## config.mk

```make
export PLATFORM = sky130hd
export DESIGN_NAME = aiip_top
export DESIGN_NICKNAME = d
export VERILOG_FILES = /design/src/rtl/aiip_pkg.sv /design/src/rtl/aiip_flag_if.sv /design/src/rtl/aiip_flag_gen.sv /design/src/rtl/aiip_exp_pack.sv /design/src/rtl/aiip_top.sv
export VERILOG_INCLUDE_DIRS = /design/src /design/src/rtl
export SDC_FILE = /design/constraint.sdc
export NUM_CORES = 1
export LEC_CHECK = 0
export BUFFER_PORTS_ARGS = -buffer_cell sky130_fd_sc_hd__buf_4
export CAP_MARGIN = 5
export CORE_MARGIN = 4
export CORE_UTILIZATION = 30
export CTS_CLUSTER_DIAMETER = 50
export DETAILED_ROUTE_END_ITERATION = 10
export HOLD_SLACK_MARGIN = 0.03
export PLACE_DENSITY = 0.54
export SKIP_LAST_GASP = 1
export SLEW_MARGIN = 30
export SYNTH_ARGS = -nofsm -noshare
export SYNTH_HDL_FRONTEND = slang
export SYNTH_SLANG_ARGS = --single-unit
export TNS_END_PERCENT = 30
```

## constraint.sdc

```tcl
create_clock -name aclk -period 5.4 [get_ports aclk]
set_input_delay 0 -clock aclk [delete_from_list [all_inputs] [get_ports aclk]]
set_output_delay 0 -clock aclk [all_outputs]
set_load 0.1 [all_outputs]
```

## src/rtl/aiip_consts.svh

```systemverilog
// register indices, field positions, reset values of the analog input image packer
`ifndef AIIP_CONSTS_SVH
`define AIIP_CONSTS_SVH

`define AIIP_ADDR_W 8
`define AIIP_DATA_W 32
`define AIIP_CHAN_N 4
`define AIIP_RES_W 12
`define AIIP_WORD_W 16

// word indices; byte address is four times the index
`define AIIP_IDX_CH0 6'h00
`define AIIP_IDX_CH1 6'h01
`define AIIP_IDX_CH2 6'h02
`define AIIP_IDX_CH3 6'h03
`define AIIP_IDX_FLAGS 6'h04
`define AIIP_IDX_EXP 6'h05
`define AIIP_IDX_CTRL 6'h08
`define AIIP_IDX_REFRESH 6'h09

// control word fields
`define AIIP_CTRL_RANGE_LSB 0
`define AIIP_CTRL_RANGE_MSB 3
`define AIIP_CTRL_EXP_LSB 4
`define AIIP_CTRL_EXP_MSB 5
`define AIIP_CTRL_W 6
`define AIIP_CTRL_RST 6'h00

`define AIIP_IMAGE_RST 16'h0000
`define AIIP_RESP_OKAY 2'b00
`define AIIP_RESP_SLVERR 2'b10

`endif

```

## src/rtl/aiip_pkg.sv

```systemverilog
// types and helpers of the analog input image packer
package aiip_pkg;

  typedef enum logic [1:0] {
    AIIP_EXP_NONE = 2'b00,
    AIIP_EXP_EIGHT = 2'b01,
    AIIP_EXP_SIXTEEN = 2'b10,
    AIIP_EXP_RSVD = 2'b11
  } aiip_exp_mode_t;

  // byte address to word index; the low two bits are ignored
  function automatic logic [5:0] aiip_word_index(input logic [7:0] byte_addr);
    return byte_addr[7:2];
  endfunction : aiip_word_index

endpackage : aiip_pkg

```

## src/rtl/aiip_flag_if.sv

```systemverilog
// fault causes in, per-channel status flags out, between top and flag generator
interface aiip_flag_if;
  logic field_power_ok_pin;
  logic [3:0] open_wire;
  logic [3:0] under_range;
  logic [3:0] range_4to20;
  logic fault_recoverable;
  logic fault_unrecoverable;
  logic [3:0] chan_fault_flags;

  modport gen (
    input field_power_ok_pin,
    input open_wire,
    input under_range,
    input range_4to20,
    input fault_recoverable,
    input fault_unrecoverable,
    output chan_fault_flags
  );

  modport top (
    output field_power_ok_pin,
    output open_wire,
    output under_range,
    output range_4to20,
    output fault_recoverable,
    output fault_unrecoverable,
    input chan_fault_flags
  );
endinterface : aiip_flag_if

```

## src/rtl/aiip_flag_gen.sv

```systemverilog
// per-channel status flag generation
`include "aiip_consts.svh"

module aiip_flag_gen (
  input wire logic aclk,
  input wire logic aresetn,
  aiip_flag_if.gen flg
);

  logic pwr_meta_reg;
  logic pwr_ok_reg;

  // field power arrives from a pin
  always_ff @(posedge aclk) begin
    if (!aresetn) begin
      pwr_meta_reg <= 1'b0;
      pwr_ok_reg <= 1'b0;
    end else begin
      pwr_meta_reg <= flg.field_power_ok_pin;
      pwr_ok_reg <= pwr_meta_reg;
    end
  end

  // one field supply feeds all channels, so its loss flags each of them
  wire [3:0] power_missing = {4{~pwr_ok_reg}};
  wire [3:0] loop_fault = flg.range_4to20 & (flg.open_wire | flg.under_range);
  wire [3:0] module_fault = {4{flg.fault_recoverable | flg.fault_unrecoverable}};

  assign flg.chan_fault_flags = power_missing | loop_fault | module_fault;

endmodule : aiip_flag_gen

```

## src/rtl/aiip_exp_pack.sv

```systemverilog
// discrete expansion input synchroniser and word packing
`include "aiip_consts.svh"

module aiip_exp_pack (
  input wire logic aclk,
  input wire logic aresetn,
  input wire aiip_pkg::aiip_exp_mode_t exp_mode,
  input wire logic [15:0] exp_pins,
  output logic [15:0] exp_word
);

  logic [15:0] meta_reg;
  logic [15:0] sync_reg;
  logic [15:0] exp_word_reg;
  logic [15:0] exp_word_next;

  wire expansion_input_eighth = sync_reg[7];
  wire expansion_input_highest = sync_reg[15];

  always_comb begin
    unique case (exp_mode)
      aiip_pkg::AIIP_EXP_NONE: exp_word_next = `AIIP_IMAGE_RST;
      aiip_pkg::AIIP_EXP_EIGHT: exp_word_next = {8'h00, expansion_input_eighth, sync_reg[6:0]};
      aiip_pkg::AIIP_EXP_SIXTEEN: exp_word_next = {expansion_input_highest, sync_reg[14:0]};
      default: exp_word_next = `AIIP_IMAGE_RST;
    endcase
  end

  always_ff @(posedge aclk) begin
    if (!aresetn) begin
      meta_reg <= 16'h0000;
      sync_reg <= 16'h0000;
      exp_word_reg <= `AIIP_IMAGE_RST;
    end else begin
      meta_reg <= exp_pins;
      sync_reg <= meta_reg;
      exp_word_reg <= exp_word_next;
    end
  end

  assign exp_word = exp_word_reg;

endmodule : aiip_exp_pack

```

## src/rtl/aiip_top.sv

```systemverilog
// analog input image packer: snapshot of channel data, status flags and expansion inputs over axi4-lite
//
// Functional notes
// - channel results sit in bits 0..11 of words 0..3, upper four bits zero
// - channel status flags sit in bits 0..3 of word 4, rest zero
// - flag set on missing field power; open wire or under range only in 4-20 mA
// - any recoverable or unrecoverable module fault sets all four channel flags
// - one 8-input expansion: states in bits 0..7 of word 5, upper bits unused
// - 16 expansion inputs fill all bits of word 5, one state per bit
`include "aiip_consts.svh"

module aiip_top (
  input wire logic aclk,
  input wire logic aresetn,
  // axi4-lite slave
  input wire logic [7:0] s_axi_awaddr,
  input wire logic [2:0] s_axi_awprot,
  input wire logic s_axi_awvalid,
  output logic s_axi_awready,
  input wire logic [31:0] s_axi_wdata,
  input wire logic [3:0] s_axi_wstrb,
  input wire logic s_axi_wvalid,
  output logic s_axi_wready,
  output logic [1:0] s_axi_bresp,
  output logic s_axi_bvalid,
  input wire logic s_axi_bready,
  input wire logic [7:0] s_axi_araddr,
  input wire logic [2:0] s_axi_arprot,
  input wire logic s_axi_arvalid,
  output logic s_axi_arready,
  output logic [31:0] s_axi_rdata,
  output logic [1:0] s_axi_rresp,
  output logic s_axi_rvalid,
  input wire logic s_axi_rready,
  // conversion side, same clock
  input wire logic [47:0] conv_results,
  input wire logic conv_done,
  input wire logic [3:0] open_wire_det,
  input wire logic [3:0] under_range_det,
  input wire logic fault_recoverable,
  input wire logic fault_unrecoverable,
  // pins
  input wire logic field_power_ok,
  input wire logic [15:0] exp_inputs
);

  // ---------------------------------------------------------------
  // control and image state
  // ---------------------------------------------------------------
  logic [`AIIP_CTRL_W-1:0] ctrl_reg;
  logic [`AIIP_RES_W-1:0] chan_result_reg [0:`AIIP_CHAN_N-1];
  logic [3:0] chan_fault_flags_reg;
  logic [15:0] exp_image_reg;
  logic [15:0] refresh_count_reg;

  wire [3:0] range_4to20 = ctrl_reg[`AIIP_CTRL_RANGE_MSB:`AIIP_CTRL_RANGE_LSB];
  wire aiip_pkg::aiip_exp_mode_t exp_mode =
    aiip_pkg::aiip_exp_mode_t'(ctrl_reg[`AIIP_CTRL_EXP_MSB:`AIIP_CTRL_EXP_LSB]);

  // ---------------------------------------------------------------
  // flag generator and expansion packer
  // ---------------------------------------------------------------
  aiip_flag_if flg ();

  assign flg.field_power_ok_pin = field_power_ok;
  assign flg.open_wire = open_wire_det;
  assign flg.under_range = under_range_det;
  assign flg.range_4to20 = range_4to20;
  assign flg.fault_recoverable = fault_recoverable;
  assign flg.fault_unrecoverable = fault_unrecoverable;

  aiip_flag_gen u_flag_gen (
    .aclk(aclk),
    .aresetn(aresetn),
    .flg(flg.gen)
  );

  wire [15:0] exp_word;

  aiip_exp_pack u_exp_pack (
    .aclk(aclk),
    .aresetn(aresetn),
    .exp_mode(exp_mode),
    .exp_pins(exp_inputs),
    .exp_word(exp_word)
  );

  // ---------------------------------------------------------------
  // image snapshot
  // ---------------------------------------------------------------
  // the count wraps; software compares two reads to see that a refresh happened
  wire [15:0] refresh_count_next = refresh_count_reg + 16'h0001;

  // every word loads on the same edge so no read mixes two conversions
  always_ff @(posedge aclk) begin
    if (!aresetn) begin
      for (int i = 0; i < `AIIP_CHAN_N; i++) begin
        chan_result_reg[i] <= 12'h000;
      end
      chan_fault_flags_reg <= 4'h0;
      exp_image_reg <= `AIIP_IMAGE_RST;
      refresh_count_reg <= 16'h0000;
    end else if (conv_done) begin
      for (int i = 0; i < `AIIP_CHAN_N; i++) begin
        chan_result_reg[i] <= conv_results[i*`AIIP_RES_W +: `AIIP_RES_W];
      end
      chan_fault_flags_reg <= flg.chan_fault_flags;
      exp_image_reg <= exp_word;
      refresh_count_reg <= refresh_count_next;
    end
  end

  // ---------------------------------------------------------------
  // read decode
  // ---------------------------------------------------------------
  // one compare per word, so a later index can never alias a channel
  wire [5:0] rd_idx = aiip_pkg::aiip_word_index(s_axi_araddr);
  wire rd_is_ch0 = (rd_idx == `AIIP_IDX_CH0);
  wire rd_is_ch1 = (rd_idx == `AIIP_IDX_CH1);
  wire rd_is_ch2 = (rd_idx == `AIIP_IDX_CH2);
  wire rd_is_ch3 = (rd_idx == `AIIP_IDX_CH3);
  wire rd_is_chan = rd_is_ch0 | rd_is_ch1 | rd_is_ch2 | rd_is_ch3;
  wire rd_is_flags = (rd_idx == `AIIP_IDX_FLAGS);
  wire rd_is_exp = (rd_idx == `AIIP_IDX_EXP);
  wire rd_is_ctrl = (rd_idx == `AIIP_IDX_CTRL);
  wire rd_is_refresh = (rd_idx == `AIIP_IDX_REFRESH);
  wire rd_hit = rd_is_chan | rd_is_flags | rd_is_exp | rd_is_ctrl | rd_is_refresh;

  // ---------------------------------------------------------------
  // image words as the controller sees them
  // ---------------------------------------------------------------
  // unused upper bits of the channel, flag and control words are wired to zero rather than stored
  wire [15:0] channel0_result = {4'h0, chan_result_reg[0]};
  wire [15:0] channel1_result = {4'h0, chan_result_reg[1]};
  wire [15:0] channel2_result = {4'h0, chan_result_reg[2]};
  wire [15:0] channel3_result = {4'h0, chan_result_reg[3]};
  wire [15:0] channel_fault_flags = {12'h000, chan_fault_flags_reg};
  wire [15:0] expansion_discrete_inputs = exp_image_reg;
  wire [15:0] ctrl_word = {10'h000, ctrl_reg};

  // every register sits in the low half of the 32-bit bus word
  wire [15:0] rd_word =
    rd_is_ch0 ? channel0_result :
    rd_is_ch1 ? channel1_result :
    rd_is_ch2 ? channel2_result :
    rd_is_ch3 ? channel3_result :
    rd_is_flags ? channel_fault_flags :
    rd_is_exp ? expansion_discrete_inputs :
    rd_is_ctrl ? ctrl_word :
    rd_is_refresh ? refresh_count_reg : 16'h0000;
  wire [31:0] rd_mux = {16'h0000, rd_word};

  // ---------------------------------------------------------------
  // read channel
  // ---------------------------------------------------------------
  logic rvalid_reg;
  logic [31:0] rdata_reg;
  logic [1:0] rresp_reg;

  assign s_axi_arready = !rvalid_reg;
  wire ar_take = s_axi_arvalid && s_axi_arready;
  wire r_done = rvalid_reg && s_axi_rready;

  // data and response load only on a take, so they stand until rready
  wire rvalid_next = ar_take ? 1'b1 : (r_done ? 1'b0 : rvalid_reg);
  wire [31:0] rdata_next = ar_take ? rd_mux : rdata_reg;
  wire [1:0] rresp_next = ar_take ? (rd_hit ? `AIIP_RESP_OKAY : `AIIP_RESP_SLVERR) : rresp_reg;

  always_ff @(posedge aclk) begin
    if (!aresetn) begin
      rvalid_reg <= 1'b0;
      rdata_reg <= 32'h00000000;
      rresp_reg <= `AIIP_RESP_OKAY;
    end else begin
      rvalid_reg <= rvalid_next;
      rdata_reg <= rdata_next;
      rresp_reg <= rresp_next;
    end
  end

  assign s_axi_rvalid = rvalid_reg;
  assign s_axi_rdata = rdata_reg;
  assign s_axi_rresp = rresp_reg;

  // ---------------------------------------------------------------
  // write channel
  // ---------------------------------------------------------------
  logic aw_held_reg;
  logic [7:0] aw_addr_reg;
  logic w_held_reg;
  logic [31:0] w_data_reg;
  logic [3:0] w_strb_reg;
  logic bvalid_reg;
  logic [1:0] bresp_reg;

  // one write in flight; address and data may come in either order
  assign s_axi_awready = !aw_held_reg && !bvalid_reg;
  assign s_axi_wready = !w_held_reg && !bvalid_reg;
  wire aw_take = s_axi_awvalid && s_axi_awready;
  wire w_take = s_axi_wvalid && s_axi_wready;
  wire do_write = aw_held_reg && w_held_reg && !bvalid_reg;
  wire b_done = bvalid_reg && s_axi_bready;

  // image words are read-only; writing them is answered with an error
  wire [5:0] wr_idx = aiip_pkg::aiip_word_index(aw_addr_reg);
  wire wr_is_ctrl = (wr_idx == `AIIP_IDX_CTRL);
  // control bits all live in the low byte, so only its strobe counts
  wire ctrl_load = do_write && wr_is_ctrl && w_strb_reg[0];

  wire aw_held_next = aw_take ? 1'b1 : (do_write ? 1'b0 : aw_held_reg);
  wire [7:0] aw_addr_next = aw_take ? s_axi_awaddr : aw_addr_reg;
  wire w_held_next = w_take ? 1'b1 : (do_write ? 1'b0 : w_held_reg);
  wire [31:0] w_data_next = w_take ? s_axi_wdata : w_data_reg;
  wire [3:0] w_strb_next = w_take ? s_axi_wstrb : w_strb_reg;
  wire bvalid_next = do_write ? 1'b1 : (b_done ? 1'b0 : bvalid_reg);
  wire [1:0] bresp_next = do_write ? (wr_is_ctrl ? `AIIP_RESP_OKAY : `AIIP_RESP_SLVERR) : bresp_reg;
  wire [`AIIP_CTRL_W-1:0] ctrl_next = ctrl_load ? w_data_reg[`AIIP_CTRL_W-1:0] : ctrl_reg;

  always_ff @(posedge aclk) begin
    if (!aresetn) begin
      aw_held_reg <= 1'b0;
      aw_addr_reg <= 8'h00;
    end else begin
      aw_held_reg <= aw_held_next;
      aw_addr_reg <= aw_addr_next;
    end
  end

  always_ff @(posedge aclk) begin
    if (!aresetn) begin
      w_held_reg <= 1'b0;
      w_data_reg <= 32'h00000000;
      w_strb_reg <= 4'h0;
    end else begin
      w_held_reg <= w_held_next;
      w_data_reg <= w_data_next;
      w_strb_reg <= w_strb_next;
    end
  end

  always_ff @(posedge aclk) begin
    if (!aresetn) begin
      bvalid_reg <= 1'b0;
      bresp_reg <= `AIIP_RESP_OKAY;
    end else begin
      bvalid_reg <= bvalid_next;
      bresp_reg <= bresp_next;
    end
  end

  always_ff @(posedge aclk) begin
    if (!aresetn) begin
      ctrl_reg <= `AIIP_CTRL_RST;
    end else begin
      ctrl_reg <= ctrl_next;
    end
  end

  assign s_axi_bvalid = bvalid_reg;
  assign s_axi_bresp = bresp_reg;

endmodule : aiip_top

```

==> results of run 1 <==
==> synth_stat cells, types with 2 or more instances <==
library cell / n / share of area (%)
a211oi_1: 8 / 0.84
a21boi_0: 2 / 0.21
a21oi_1: 32 / 2.2
a221o_2: 6 / 0.95
a221oi_1: 4 / 0.49
a2bb2oi_1: 2 / 0.25
a311oi_1: 2 / 0.25
and2_1: 57 / 5.0
and3_1: 59 / 5.2
and4_1: 2 / 0.25
buf_2: 10 / 0.70
buf_4: 18 / 1.9
buf_6: 2 / 0.32
clkbuf_1: 27 / 1.4
dfxtp_1: 127 / 36
edfxtp_1: 48 / 20
ha_1: 3 / 0.53
inv_1: 7 / 0.37
mux2i_1: 63 / 8.8
nand2_1: 13 / 0.68
nand2b_1: 8 / 0.70
nand3_1: 8 / 0.56
nand3b_1: 2 / 0.21
nand4_1: 6 / 0.53
nor2_1: 28 / 1.5
nor2b_1: 40 / 3.5
nor3_1: 5 / 0.35
nor3_4: 2 / 0.46
nor4_1: 3 / 0.26
o211a_1: 2 / 0.28
o211ai_1: 2 / 0.21
o21a_1: 2 / 0.21
o21ai_0: 26 / 1.8
o22ai_1: 2 / 0.18
o2bb2ai_1: 2 / 0.25
o32ai_1: 2 / 0.25
xnor2_1: 13 / 1.6
==> cell families after synthesis <==
| group | after synthesis | share of synthesized area (%) |
|---|---|---|
| compound gates | 96 | 8.634 |
| xor+xnor | 14 | 1.716 |
| fa+ha+maj | 3 | 0.5255 |
| buf+inv | 65 | 4.746 |
| flops | 175 | 55.76 |
| mux | 63 | 8.827 |
| other cells | 1 | 0.05249 |
| simple gates | 238 | 19.74 |
==> report_power, final <==
group	switching, mW	internal, mW	leakage, nW
Clock	0.520	0.608	0.263
Sequential	0.0219	1.41	1.55
Combinational	0.224	0.157	2.30
Total	0.765	2.17	4.12
==> critical path, delay by kind of cell <==
kind	cells	cell delay, ps
buf+inv	4	1890
simple gates	2	480
compound gates	1	70
==> layout make-up <==
cell class	count	area (um2)	area share [%]
inverters	8	30.03	0.3082
well taps	319	399.1	4.097
multi-input cells	432	2893	29.69
clock inverters	12	87.58	0.8990
flip-flops and latches	175	3984	40.89
clock buffers	19	446.7	4.585
repair buffers	222	1902	19.52
==> per-layer routing <==
metal | vias up | wire, um | GRT usage (%)
li1 | 2672 | - | -
met5 | - | 0 | 0
met4 | 0 | 350 | 5.536
met3 | 21 | 744 | 2.715
met1 | 2447 | 7620 | 17.07
met2 | 118 | 8727 | 22.19
==> through the flow <==
stage	worst slack (ps)	hold slack, ps	cell area (um2)	cells	power [mW]
5_1_grt	3099	95.30	9742	1187	3.071
2_1_floorplan	2335	127.3	7208	672	1.693
4_1_cts	3259	60.86	9742	1187	2.986
3_3_place_gp	2790	209.4	8262	1062	1.785
3_5_place_dp	3185	211.5	8267	1062	1.789
6_report	3234	70.77	9742	1187	2.938
==> path summary, 6_finish.rpt <==
| kind | start | endpoint | slack, ps |
|---|---|---|---|
| max | conv_done | chan_fault_flags_reg[2]$_SDFFE_PN0P_ | 3230 |
| min | s_axi_araddr[7] | s_axi_rdata[2]$_SDFFE_PN0P_ | 70 |
| max reg2reg | u_flag_gen.pwr_ok_reg$_SDFF_PN0_ | chan_fault_flags_reg[2]$_SDFFE_PN0P_ | 3260 |
| min reg2reg | u_exp_pack.sync_reg[1]$_SDFF_PN0_ | u_exp_pack.exp_word[1]$_SDFF_PN0_ | 420 |
==> results.toml, run 1 <==
[cells_and_area]
syn2layout_area_growth_pct = 36.36
antennaDiodeCount = 0
final_common_cell = "buf_4"
largest_register_ffs = 48
final_cell_mix = "128 x buf_4, 127 x dfxtp_1, 94 x dlygate4sd3_1"
fillers = 2277
postLayoutCoreUtil_pct = 41.50
drive_gt1_share_pct = 19.82
final_nets = 1000

[placement]
post-dp-hpwl_mm = 11.62
place_congestion = 0.8177
port_buffers = 124

[drt]
drt_iter0_drc = 267
antenna_left = 0
first_pass_iters = 5
wl_mm = 17.44
routed_via_density = 4.430
drcViolationCount = 0
wire_per_inst_um = 14.69
via_count = 5258

[floorplanning]
rows = 56
core_um2 = 23470
initial_core_util_pct = 30.44
die_w_um = 162.3
die_area_um2 = 26350
io_pins = 182
die_h_um = 162.3

[clocking]
cts_tree = "built"
cts_buffer_depth = 2
postCtsSetupBuffers = 0
cts_buffers = 17
ctsRootBufferMaster = "clkbuf_16"
cts.sinks = 175
clkTransAtPathRegs_ps = 70
cts.repair.resized = 0
cts_htree_levels = 4
cts_hold_buf = 94
clkLatencyLatePin_ps = 430

[timing]
hold_violations = 0
slew_headroom_pct = 39.29
worstMarginPinSlew_ps = 907.2
fin_setup_tns_ps = 0
setup_viol = 0
finalCritPeriodShare_pct = 40.10
finClkSkew_ps = 23.56
finalMaxSlewViolations = 0
min_period_ps = 2166
rsz0062_at_grt = "no"
fmax_ghz = 0.4618

[critical_path]
crit_slowest_cell = "dlygate4sd3_1"
crit_required_ps = 5710
worstSetupStartpointType = "input port"
path_cells = "buf_4, buf_4, nand2_1, nor3_1, dlygate4sd3_1, a21oi_1, dlygate4sd3_1"
criticalPathCategory = "in -> reg"
reg2reg_depth = 5
cp_max_fo = 75
cp-end-kind = "flip-flop"
cp.arrival_ps = 2480
max_stage_delay_ps = 670

[yosys]
ys.flop_type = "dfxtp_1"
netlist_instances = 655
synth_edf_count = 48
synthArstFlopShare_pct = 0
yosysSeqAreaShare_pct = 55.76
synth.distinct_cells = 47
avgSynthCellArea_um2 = 10.91
netlist_area_um2 = 7144
ys_ff_latch = 175
synth_warnings = 0

[global_route]
track_usage_pct = 13.38
first_global_vias = 5143
antenna_found_initial = 0
grt_max_degree = 86
grt_first_pass_wirelength_mm = 27.36
overflow = 0

[pwr]
power.density_nw_per_um2 = 301.6
vdd_ir_drop_max_mv = 0.1813
leakage_nw = 4.115

[status]
status = "finished clean"

[flow_run]
maxCapViolCount = 0

[worst_hold_path]
hold_class = "in -> reg"
hold_depth = 4
Note: power is estimated with default switching activity, not from simulation.
==> run 2, diff against run 1 <==
Settings changed: PLACE_DENSITY 0.54 to 0.56.
Clock period 5.4 ns to 1.9 ns, I/O delays scaled along.
==> run 2 against run 1 <==
Effect of this change:
- clock power grew to 3.0 times the previous value
- highest routed layer unchanged
- critical endpoint is now s_axi_rdata[6]$_SDFFE_PN0P_
- cell count grew 0.67%
- sequential power grew to 2.8 times the previous value
==> results.toml, run 2 (synthesized netlist as in run 1, its figures left out) <==
[floorplanning]
die_h_um = 162.3
die_area_um2 = 26350
rows = 56
io_pins = 182
die_w_um = 162.3
initial_core_util_pct = 30.44
core_um2 = 23470

[cells_and_area]
final_nets = 1007
fillers = 2239
final_common_cell = "buf_4"
syn2layout_area_growth_pct = 38.25
final_area_um2 = 9877
ff_latch_area_um2 = 3989
largest_register_ffs = 48
drive_gt1_share_pct = 21.35
final_cell_mix = "133 x buf_4, 125 x dfxtp_1, 94 x dlygate4sd3_1"
multiInputGateArea_um2 = 2909
antennaDiodeCount = 0

[timing]
min_period_ps = 1672
slew_headroom_pct = 44.41
finClkSkew_ps = 6.844
setup_viol = 0
fin_setup_tns_ps = 0
worstMarginPinSlew_ps = 830.8
finalMaxSlewViolations = 0
rsz0062_at_grt = "no"
finalCritPeriodShare_pct = 87.99
hold_violations = 0
fmax_ghz = 0.5981

[critical_path]
max_stage_delay_ps = 640
crit_required_ps = 2240
criticalPathCategory = "reg -> reg"
worstSetupStartpointType = "flip-flop"
path_cells = "nor2b_1, nor2_1, a221o_2, a21oi_1, a211oi_1"
cp-end-kind = "flip-flop"
crit_slowest_cell = "nor2_1"
cp_max_fo = 12
cp.arrival_ps = 2010

[placement]
post-dp-hpwl_mm = 11.99
port_buffers = 124
placed_area_um2 = 8369
place_congestion = 0.7840

[drt]
via_count = 5279
drt_iter0_drc = 248
wire_per_inst_um = 14.51
routed_via_density = 4.418
first_pass_iters = 4
drcViolationCount = 0
antenna_left = 0
wl_mm = 17.34

[pwr]
vdd_ir_drop_max_mv = 0.5219
power.density_nw_per_um2 = 861.4
leakage_nw = 4.172

[clocking]
clkLatencyLatePin_ps = 430
cts_tree = "built"
cts_htree_levels = 4
postCtsSetupBuffers = 0
cts_buffer_depth = 2
cts.repair.resized = 0
ctsRootBufferMaster = "clkbuf_16"
cts_buffers = 17
clkTransAtPathRegs_ps = 70
cts.sinks = 175
cts_hold_buf = 94

[global_route]
grt_first_pass_wirelength_mm = 27.41
antenna_found_initial = 0
first_global_vias = 5255
track_usage_pct = 13.30
grt_max_degree = 105
overflow = 0

[worst_hold_path]
hold_class = "in -> reg"

[flow_run]
maxCapViolCount = 0

[status]
status = "finished clean"
==> run 2: critical path, delay by kind of cell, from the launching register on <==
kind               cells  cell delay, ps
and+or+nand+nor        2             710
DFF                    1             380
AOI/OAI and AO/OA      3             500
==> run 2: path summary, 6_finish.rpt <==
kind              slack, ps  cells after the start                                end                              start
hold reg to reg         430                      1  u_exp_pack.exp_word[6]$_SDFF_PN0_  u_exp_pack.sync_reg[6]$_SDFF_PN0_
hold / removal           60                      4        s_axi_rresp[1]$_SDFFE_PN0P_                    s_axi_araddr[5]
setup / recovery        230                      5        s_axi_rdata[6]$_SDFFE_PN0P_          s_axi_rvalid$_SDFFE_PN0P_
setup reg to reg        230                      5        s_axi_rdata[6]$_SDFFE_PN0P_          s_axi_rvalid$_SDFFE_PN0P_
==> run 2: per-layer routing <==
| layer | vias up | part of all wire, % | wire [um] | GRT usage [%] |
|---|---|---|---|---|
| met5 | - | 0 | 0 | 0 |
| met3 | 18 | 4.4 | 765 | 2.842 |
| met4 | 0 | 1.8 | 306 | 5.306 |
| met1 | 2444 | 44 | 7661 | 16.69 |
| met2 | 112 | 50 | 8606 | 22.36 |
| li1 | 2705 | - | - | - |
==> run 2: where the power goes <==
part | leakage, nW | internal [mW] | switching (mW)
clock | 0.284 | 1.75 | 1.60
sequential | 1.55 | 4.00 | 0.0680
combinational | 2.33 | 0.458 | 0.640
==> run 2: area by class of cell <==
type                    count  area share [%]
flip-flops and latches    175           40.39
multi-input cells         432           29.45
repair buffers            229           20.04
clock buffers              17           4.307
well taps                 319           4.041
clock inverters            15           1.431
inverters                   8          0.3420
==> run 2: per-stage QoR <==
| stage | std cells | utilization [%] | total power, mW | worst slack (ps) | hold slack [ps] |
|---|---|---|---|---|---|
| CTS | 1195 | 42.08 | 8.630 | 184.1 | 42.29 |
| global placement | 1069 | 35.66 | 5.101 | 276.4 | 210.2 |
| floorplan | 672 | - | 4.818 | 37.23 | 127.3 |
| global route | 1195 | 42.08 | 8.850 | 84.76 | 102.8 |
| finish | 1195 | 42.08 | 8.508 | 228.1 | 60.46 |
| detailed placement | 1069 | 35.66 | 5.107 | 194.5 | 211.8 |
